<file path="src/verilog/tcc_timer_pkg.sv">
/*
 * Package for the 16-bit timer/counter with compare output unit: register
 * offsets, field positions, mode and action encodings, reset values.
 * Assumes a plain register port with 32-bit data and byte addresses.
 */
package tcc_timer_pkg;

	// Register byte offsets, one aligned word each.
	localparam logic [7:0] OFS_CTRL  = 8'h00;
	localparam logic [7:0] OFS_COUNT = 8'h04;
	localparam logic [7:0] OFS_CMPA  = 8'h08;
	localparam logic [7:0] OFS_CMPB  = 8'h0c;
	localparam logic [7:0] OFS_CAPT  = 8'h10;
	localparam logic [7:0] OFS_FLAGS = 8'h14;
	localparam logic [7:0] OFS_FORCE = 8'h18;
	localparam logic [7:0] OFS_PORT  = 8'h1c;

	// Control register fields.
	localparam int CTRL_MODE_LSB = 0;
	localparam int CTRL_MODE_W   = 4;
	localparam int CTRL_RUN_BIT  = 4;
	localparam int CTRL_OVIE_BIT = 5;
	localparam int CTRL_COMA_LSB = 8;
	localparam int CTRL_COMB_LSB = 10;
	localparam int COM_W         = 2;

	// Flag register fields; the match flags follow the overflow flag.
	localparam int FLG_OVF_BIT   = 0;
	localparam int FLG_MATCH_LSB = 1;

	// Port register fields.
	localparam int PORT_OUT_LSB = 0;
	localparam int PORT_DIR_LSB = 2;
	localparam int PORT_OC_LSB  = 4;

	// Waveform modes handled here: normal and the two clear-on-match modes.
	localparam logic [3:0] MODE_NORMAL   = 4'h0;
	localparam logic [3:0] MODE_CTC_CMPA = 4'h4;
	localparam logic [3:0] MODE_CTC_CAPT = 4'hc;

	// Compare output actions in the non-PWM modes.
	localparam logic [1:0] COM_NONE   = 2'h0;
	localparam logic [1:0] COM_TOGGLE = 2'h1;
	localparam logic [1:0] COM_CLEAR  = 2'h2;
	localparam logic [1:0] COM_SET    = 2'h3;

	// Reset values.
	localparam logic [31:0] RST_WORD = 32'h0000_0000;
	localparam logic        RST_BIT  = 1'b0;

endpackage : tcc_timer_pkg
</file>
<file path="src/verilog/tcc_timer.sv">
/*
 * 16-bit timer/counter: normal and clear-on-match counting, two compare
 * channels with their compare output state, port pin override, overflow
 * flag and overflow interrupt request.
 * Assumes a single-cycle register master on clk_sys that never issues a
 * read and a write in the same cycle. The PWM action tables are not built:
 * in any other waveform mode the counter runs as in normal mode and the
 * output states hold.
 */
// The address map and the address-and-strobe port were chosen for this implementation.

//Contract
// - Reset clears every compare output state to zero.
// - Output state is an internal register; pin shows it only under override.
// - Nonzero mode bits replace the port output value with the output state.
// - Pin direction stays with the port direction bit during override.
// - Output state may be set up before the pin is made an output.
// - Mode bits zero means no action on the state at a match.
// - Mode bits never influence input capture behaviour.
// - New mode bits act first at the next match after the write.
// - Force strobe applies the configured action at once in non-PWM modes.
// - Counting sequence depends only on the waveform mode bits.
// - Non-PWM mode bits select set, clear or toggle on a match.
// - Normal mode always increments and is never cleared by a match.
// - Normal mode wraps from the 16-bit maximum to zero.
// - Overflow flag sets in the cycle the counter becomes zero.
// - Counting only sets the overflow flag; servicing clears it.
// - Normal mode accepts a counter write at any time.
// - Mode 4 clears on compare value A, mode 12 on capture value.
// - Clear-on-match mode counts up to the top value, then clears.
// - A counter write blocks every compare match in the next cycle.
module tcc_timer #(
	parameter int CNT_W = 16,                 // Counter width.
	parameter int N_CH  = 2                   // Compare channels.
) (
	input  wire logic             clk_sys,    // System clock, 100 MHz.
	input  wire logic             reset,      // Synchronous reset, high.
	input  wire logic [7:0]       reg_addr,   // Register byte address.
	input  wire logic [31:0]      reg_wdata,  // Write data.
	input  wire logic             reg_wr,     // Write strobe.
	input  wire logic             reg_rd,     // Read strobe.
	output logic      [31:0]      reg_rdata,  // Read data, cycle after rd.
	input  wire logic             irq_ack,    // Overflow service pulse.
	output logic      [N_CH-1:0]  pin_out,    // Pin output level.
	output logic      [N_CH-1:0]  pin_oe,     // Pin output enable.
	output logic                  irq_ovf     // Overflow interrupt request.
);

	localparam logic [CNT_W-1:0] CNT_MAX  = {CNT_W{1'b1}};
	localparam logic [CNT_W-1:0] CNT_ZERO = {CNT_W{1'b0}};
	localparam logic [CNT_W-1:0] CNT_ONE  = {{(CNT_W-1){1'b0}}, 1'b1};

	// Software-visible state.
	logic [3:0]       mode_r;
	logic             run_r;
	logic             ovie_r;
	logic [1:0]       com_r [N_CH];
	logic [CNT_W-1:0] cnt_r;
	logic [CNT_W-1:0] cnt_nxt;
	logic [CNT_W-1:0] cmp_r [N_CH];
	logic [CNT_W-1:0] capt_r;
	logic [N_CH-1:0]  port_out_r;
	logic [N_CH-1:0]  dir_r;
	logic [N_CH-1:0]  oc_state_r;
	logic             ovf_flag_r;
	logic [N_CH-1:0]  match_flag_r;
	logic             block_r;
	logic [31:0]      rdata_r;
	logic [N_CH-1:0]  pin_out_r;
	logic [N_CH-1:0]  pin_oe_r;
	logic             irq_r;

	// Decoded strobes and events.
	logic             wr_ctrl;
	logic             wr_count;
	logic             wr_flags;
	logic             wr_force;
	logic             wr_port;
	logic             non_pwm;
	logic             top_hit;
	logic             wrap;
	logic [N_CH-1:0]  match_evt;
	logic [N_CH-1:0]  force_evt;

	// Action on the output state for a given mode setting.
	function automatic logic oc_action(input logic [1:0] com,
			input logic cur);
		case (com)
			tcc_timer_pkg::COM_TOGGLE: oc_action = ~cur;
			tcc_timer_pkg::COM_CLEAR:  oc_action = 1'b0;
			tcc_timer_pkg::COM_SET:    oc_action = 1'b1;
			default:                   oc_action = cur;
		endcase
	endfunction : oc_action

	// Address decode of the write strobes.
	assign wr_ctrl  = reg_wr && reg_addr == tcc_timer_pkg::OFS_CTRL;
	assign wr_count = reg_wr && reg_addr == tcc_timer_pkg::OFS_COUNT;
	assign wr_flags = reg_wr && reg_addr == tcc_timer_pkg::OFS_FLAGS;
	assign wr_force = reg_wr && reg_addr == tcc_timer_pkg::OFS_FORCE;
	assign wr_port  = reg_wr && reg_addr == tcc_timer_pkg::OFS_PORT;

	// Only normal and clear-on-match modes accept forced actions.
	assign non_pwm = mode_r == tcc_timer_pkg::MODE_NORMAL
		|| mode_r == tcc_timer_pkg::MODE_CTC_CMPA
		|| mode_r == tcc_timer_pkg::MODE_CTC_CAPT;

	// Matches count only while running and not blocked by a counter write.
	always_comb begin
		for (int i = 0; i < N_CH; i++) begin
			match_evt[i] = run_r && !block_r && cnt_r == cmp_r[i];
			force_evt[i] = wr_force && non_pwm && reg_wdata[i];
		end
	end

	// Top match in clear-on-match mode; mode bits alone choose the top.
	always_comb begin
		case (mode_r)
			tcc_timer_pkg::MODE_CTC_CMPA:
				top_hit = run_r && !block_r && cnt_r == cmp_r[0];
			tcc_timer_pkg::MODE_CTC_CAPT:
				top_hit = run_r && !block_r && cnt_r == capt_r;
			default:
				top_hit = 1'b0;
		endcase
	end

	// Overflow happens when counting carries out of the maximum value.
	assign wrap = run_r && !wr_count && !top_hit && cnt_r == CNT_MAX;

	// Next counter value: a write wins, then the top clear, then counting.
	always_comb begin
		if (wr_count) begin
			cnt_nxt = reg_wdata[CNT_W-1:0];
		end else if (!run_r) begin
			cnt_nxt = cnt_r;
		end else if (top_hit) begin
			cnt_nxt = CNT_ZERO;
		end else begin
			cnt_nxt = cnt_r + CNT_ONE;
		end
	end

	// Counter register.
	always_ff @(posedge clk_sys) begin
		if (reset) begin
			cnt_r <= CNT_ZERO;
		end else begin
			cnt_r <= cnt_nxt;
		end
	end

	// A counter write masks matches in the following cycle, running or not.
	always_ff @(posedge clk_sys) begin
		if (reset) begin
			block_r <= tcc_timer_pkg::RST_BIT;
		end else begin
			block_r <= wr_count;
		end
	end

	// Control register: mode, run, interrupt enable, output modes.
	always_ff @(posedge clk_sys) begin
		if (reset) begin
			mode_r <= tcc_timer_pkg::RST_WORD[3:0];
			run_r  <= tcc_timer_pkg::RST_BIT;
			ovie_r <= tcc_timer_pkg::RST_BIT;
			for (int i = 0; i < N_CH; i++) begin
				com_r[i] <= tcc_timer_pkg::COM_NONE;
			end
		end else if (wr_ctrl) begin
			mode_r <= reg_wdata[tcc_timer_pkg::CTRL_MODE_LSB +:
				tcc_timer_pkg::CTRL_MODE_W];
			run_r  <= reg_wdata[tcc_timer_pkg::CTRL_RUN_BIT];
			ovie_r <= reg_wdata[tcc_timer_pkg::CTRL_OVIE_BIT];
			// Not buffered: a new setting governs the very next match.
			for (int i = 0; i < N_CH; i++) begin
				com_r[i] <= reg_wdata[tcc_timer_pkg::CTRL_COMA_LSB +
					i * tcc_timer_pkg::COM_W +: tcc_timer_pkg::COM_W];
			end
		end
	end

	// Compare and capture values, written directly.
	always_ff @(posedge clk_sys) begin
		if (reset) begin
			capt_r <= CNT_ZERO;
			for (int i = 0; i < N_CH; i++) begin
				cmp_r[i] <= CNT_ZERO;
			end
		end else if (reg_wr) begin
			if (reg_addr == tcc_timer_pkg::OFS_CAPT) begin
				capt_r <= reg_wdata[CNT_W-1:0];
			end
			if (reg_addr == tcc_timer_pkg::OFS_CMPA) begin
				cmp_r[0] <= reg_wdata[CNT_W-1:0];
			end
			if (reg_addr == tcc_timer_pkg::OFS_CMPB && N_CH > 1) begin
				cmp_r[N_CH-1] <= reg_wdata[CNT_W-1:0];
			end
		end
	end

	// General port value and direction bits for the compare pins.
	always_ff @(posedge clk_sys) begin
		if (reset) begin
			port_out_r <= '0;
			dir_r      <= '0;
		end else if (wr_port) begin
			port_out_r <= reg_wdata[tcc_timer_pkg::PORT_OUT_LSB +: N_CH];
			dir_r      <= reg_wdata[tcc_timer_pkg::PORT_DIR_LSB +: N_CH];
		end
	end

	// Compare output state. It is kept apart from the pin, so software can
	// prepare it with a force while the pin is still an input.
	always_ff @(posedge clk_sys) begin
		if (reset) begin
			oc_state_r <= '0;
		end else begin
			for (int i = 0; i < N_CH; i++) begin
				if (force_evt[i] || (match_evt[i] && non_pwm)) begin
					oc_state_r[i] <= oc_action(com_r[i],
						oc_state_r[i]);
				end
			end
		end
	end

	// Overflow flag: counting only sets it; service or a one clears it.
	// A set in the same cycle as a clear wins, so no overflow is lost.
	always_ff @(posedge clk_sys) begin
		if (reset) begin
			ovf_flag_r <= tcc_timer_pkg::RST_BIT;
		end else if (wrap) begin
			ovf_flag_r <= 1'b1;
		end else if (irq_ack || (wr_flags &&
				reg_wdata[tcc_timer_pkg::FLG_OVF_BIT])) begin
			ovf_flag_r <= 1'b0;
		end
	end

	// Match flags, set on a match and cleared by writing a one.
	always_ff @(posedge clk_sys) begin
		if (reset) begin
			match_flag_r <= '0;
		end else begin
			for (int i = 0; i < N_CH; i++) begin
				if (match_evt[i]) begin
					match_flag_r[i] <= 1'b1;
				end else if (wr_flags &&
						reg_wdata[tcc_timer_pkg::FLG_MATCH_LSB + i]) begin
					match_flag_r[i] <= 1'b0;
				end
			end
		end
	end

	// Pin drive: the override swaps only the level, never the direction.
	always_ff @(posedge clk_sys) begin
		if (reset) begin
			pin_out_r <= '0;
			pin_oe_r  <= '0;
		end else begin
			for (int i = 0; i < N_CH; i++) begin
				pin_out_r[i] <= (com_r[i] != tcc_timer_pkg::COM_NONE) ?
					oc_state_r[i] : port_out_r[i];
			end
			pin_oe_r <= dir_r;
		end
	end

	// Interrupt request follows the flag gated by its enable.
	always_ff @(posedge clk_sys) begin
		if (reset) begin
			irq_r <= tcc_timer_pkg::RST_BIT;
		end else begin
			irq_r <= ovf_flag_r && ovie_r;
		end
	end

	// Read data stand only in the cycle after the strobe; else zero.
	always_ff @(posedge clk_sys) begin
		if (reset || !reg_rd) begin
			rdata_r <= tcc_timer_pkg::RST_WORD;
		end else begin
			rdata_r <= '0;
			case (reg_addr)
				tcc_timer_pkg::OFS_CTRL: begin
					rdata_r[tcc_timer_pkg::CTRL_MODE_LSB +:
						tcc_timer_pkg::CTRL_MODE_W] <= mode_r;
					rdata_r[tcc_timer_pkg::CTRL_RUN_BIT]  <= run_r;
					rdata_r[tcc_timer_pkg::CTRL_OVIE_BIT] <= ovie_r;
					for (int i = 0; i < N_CH; i++) begin
						rdata_r[tcc_timer_pkg::CTRL_COMA_LSB +
							i * tcc_timer_pkg::COM_W +:
							tcc_timer_pkg::COM_W] <= com_r[i];
					end
				end
				tcc_timer_pkg::OFS_COUNT: rdata_r[CNT_W-1:0] <= cnt_r;
				tcc_timer_pkg::OFS_CMPA:  rdata_r[CNT_W-1:0] <= cmp_r[0];
				tcc_timer_pkg::OFS_CMPB:
					rdata_r[CNT_W-1:0] <= cmp_r[N_CH-1];
				tcc_timer_pkg::OFS_CAPT:  rdata_r[CNT_W-1:0] <= capt_r;
				tcc_timer_pkg::OFS_FLAGS: begin
					rdata_r[tcc_timer_pkg::FLG_OVF_BIT] <= ovf_flag_r;
					rdata_r[tcc_timer_pkg::FLG_MATCH_LSB +: N_CH] <=
						match_flag_r;
				end
				tcc_timer_pkg::OFS_PORT: begin
					rdata_r[tcc_timer_pkg::PORT_OUT_LSB +: N_CH] <= port_out_r;
					rdata_r[tcc_timer_pkg::PORT_DIR_LSB +: N_CH] <= dir_r;
					rdata_r[tcc_timer_pkg::PORT_OC_LSB +: N_CH]  <= oc_state_r;
				end
				default: rdata_r <= '0;
			endcase
		end
	end

	// Outputs come straight from flip-flops.
	assign reg_rdata = rdata_r;
	assign pin_out   = pin_out_r;
	assign pin_oe    = pin_oe_r;
	assign irq_ovf   = irq_r;
endmodule : tcc_timer

</file>
<file path="config.mk">
export PLATFORM = sky130hd
export DESIGN_NAME = tcc_timer
export DESIGN_NICKNAME = d
export VERILOG_FILES = /design/src/verilog/tcc_timer_pkg.sv /design/src/verilog/tcc_timer.sv
export SDC_FILE = /design/constraint.sdc
export NUM_CORES = 1
export LEC_CHECK = 0
export ABC_AREA = 1
export ABC_CLOCK_PERIOD_IN_PS = 2500
export BUFFER_PORTS_ARGS = -buffer_cell sky130_fd_sc_hd__buf_4
export CORE_ASPECT_RATIO = 0.8
export CORE_UTILIZATION = 35
export DETAILED_ROUTE_END_ITERATION = 8
export GPL_ROUTABILITY_DRIVEN = 0
export PLACE_DENSITY_LB_ADDON = 0.1
export SYNTH_ARGS = -nofsm -noshare
export SYNTH_HDL_FRONTEND = slang
export SYNTH_SLANG_ARGS = --single-unit
</file>
<file path="constraint.sdc">
create_clock -name clk_sys -period 2.5 [get_ports clk_sys]
set_input_delay 0.25 -clock clk_sys [delete_from_list [all_inputs] [get_ports clk_sys]]
set_output_delay 0.25 -clock clk_sys [all_outputs]
set_load 0.005 [all_outputs]
</file>
==> out/results.tsv <==
metric	value	unit
Residual DRC	0	
overall routed net length	20400	um
Cell Area, Synth	0.00598	mm2
relative slew slack	0.572	
fraction of layout cells with a size suffix above 1	0.167	
Final Cycle Share	0.844	
CTS root buffer	clkbuf_16	
Total GRT Usage	0.241	
worst path required time	2730	ps
Detail Placement HPWL	15600	um
# port buffers	49	
VDD IR-drop max	0.267	mV
Worst Hold Margin	175	ps
first-pass GRT wire length	31600	um
Synth top cells by count	177 x nand2_1, 113 x inv_1, 82 x nor2_1	
Hold-fix buffers, CTS	0	
Slew Limit Fails	0	
P_leak	0.00290	uW
Worst Hold Class	in -> reg	
site row count	42	
H-tree depth	3	
Num Clock Sinks	105	
xor/xnor share of the synthesized area	0.0337	
Clk Latency, worst-skew pair	360	ps
Die Wd	148	um
post-synth top area cell	dfxtp_1	
status	finished, final reports clean	
Comb power frac	0.064	
Yosys top cell area share	0.231	
FMAX	474	MHz
antenna violations before repair	0	
vias per cell	5.15	
most frequent cell after synthesis	nand2_1	
PD cells	506	mW/mm2
Initial Util	0.360	
Final Critical Period	2110	ps
Netlist cell types	46	
fin area	0.00680	mm2
Clock Tree Buf Depth	2	
final setup violation count	0	
total negative setup slack	0	ps
grt ovf	0	
largest family of logic cells by synthesized area	simple AND/OR/NAND/NOR gates	
Seq cells post-synth	105	
Synth Area in Compound Gates	0.154	
EDFF count, synth	36	
Post-CTS Resized	0	
Ys Warns	0	
Hold Vio Cnt, Final	0	
switching part of the total power	0.257	
vias in the first global route	5284	
simple logic cell fraction of the synthesized area	0.268	
mux cell area share after synthesis	0	
net load switching power	887	uW
maximum fanout along the worst path	8	
Layout Skew	12.1	ps
Routed wire per std cell	18.8	um
post-CTS setup repair buffer count	0	
critical path class	reg -> reg	
die area	0.0176	mm2
Cells after Synth	814	
Core Util, Final	0.410	
# diodes	0	
Async SR Flop Fraction	0	
Worst-Margin Slew	643	ps
first-pass detailed-route iteration total	6	
clock power share	0.407	
Internal	2560	uW
Tot Pwr	3440	uW
die height	119	um
sequential-to-total area share from yosys stat	0.412	
largest net degree at the start of global routing	33	
TritonCTS Buffers	9	
Synth Area per Inst	7.34	um2
Synth Area in Adders	0.00209	
top_reg_cell synth	dfxtp_1	
Placed Area	0.00652	mm2
total core area	0.0166	mm2
vias post-DR	5600	
IO Count	82	
CTS tree	done	
Max-cap violations	0	
Setup crit end kind	flip-flop	
power share of the sequential group	0.529	
RSZ-0062 raised after global routing	no	
Final nets	909	
clk slew on worst S/H paths	80	ps
ranking of synthesized cells by area	dfxtp_1 23%, edfxtp_1 18%, nand2_1 11%	
Fill cells	1720	
startpoint types	flip-flop	
Arrival @ worst endpoint	2340	ps
Area Overhead vs Synth	13.8	%
First DRT Iteration DRCs	729	
Post-DRT Antenna Nets	0	
## path summary, 6_finish.rpt
kind,start,end,slack [ps],cells past startpoint
setup / recovery,cnt_r[8]$_SDFFE_PP0P_,oc_state_r[1]$_SDFFE_PP0P_,390,11
hold / removal,irq_ack,ovf_flag_r$_SDFFE_PP0P_,180,3
setup reg to reg,cnt_r[8]$_SDFFE_PP0P_,oc_state_r[1]$_SDFFE_PP0P_,390,11
hold reg to reg,match_flag_r[1]$_SDFFE_PP0P_,match_flag_r[1]$_SDFFE_PP0P_,470,2
## power by group through the flow
stage / clock network (uW) / logic [uW] / registers [uW]
after CTS: 1420 / 220 / 1820
after global placement: 0 / 219 / 1860
after global routing: 1490 / 245 / 1830
after floorplan: 0 / 136 / 1850
after detailed placement: 0 / 219 / 1860
final: 1400 / 222 / 1820
## worst max-delay path: stages (launching register included)
cell	delay, ps
dfxtp_1	510
inv_2	180
nand2_1	90
nand2_1	60
nor2_1	310
nand2_1	90
nor2_1	160
nand3_1	210
nand2_1	160
nand3_1	80
nand2_1	80
a21oi_1	50
## registers in the layout (all words and copies together) (netlist names), 4 cells and up
signal,flops
cnt_r,16
com_r,4
reg_rdata,16
cmp_r,32
mode_r,4
capt_r,16
## final cells by class
| type | instances | area, um2 | share of cell area |
|---|---|---|---|
| Multi-Input combinational cell | 546 | 2800 | 0.411 |
| Sequential cell | 105 | 2460 | 0.362 |
| Inverter | 139 | 522 | 0.0767 |
| Timing Repair Buffer | 62 | 465 | 0.0684 |
| Tap cell | 220 | 275 | 0.0405 |
| Clock buffer | 10 | 229 | 0.0337 |
| Clock inverter | 6 | 51.3 | 0.00754 |
## layer usage
layer	up-vias	GRT usage	routed length (um)
li1	2705	-	-
met1	2623	0.362	9760
met2	244	0.364	8830
met3	28	0.0330	1570
met4	0	0.0541	284
met5	-	0	0
## kinds of logic (layout without fill, tap and decap cells)
family,after synthesis,count (layout)
XOR/XNOR,23,23
flip-flops,105,105
AND/OR/NAND/NOR,347,347
AO/OA/AOI/OAI,159,159
buffers and inverters,178,217
adder cells (fa/ha/maj),1,1
other,1,16
## cells in the final DEF (no fill, tap or decap), types with 2 or more instances in the layout
cell	instances
edfxtp_1	36
xor2_1	15
nand4_1	12
o211ai_1	2
o22ai_1	38
o21ai_1	4
conb_1	16
xnor2_1	8
nor2_1	82
inv_1	113
nand2_2	3
nand3_1	30
nor3_1	9
nand3b_1	2
nor3_2	3
clkinv_4	3
nand3_2	12
buf_4	62
a21oi_2	10
a31oi_1	2
dfxtp_1	69
nor2_4	5
inv_2	25
nand2_1	177
clkbuf_16	9
o21ai_0	42
a21oi_1	53
nor2_2	4
a221oi_1	3
## metrics by stage
step                      setup WS (ps)  std cells
after floorplan                    59.5        829
after global placement              484       1072
after detailed placement            450       1072
after CTS                           427       1088
after global routing                285       1088
final                               390       1088
No activity file was read; power rests on OpenSTA's default activity.
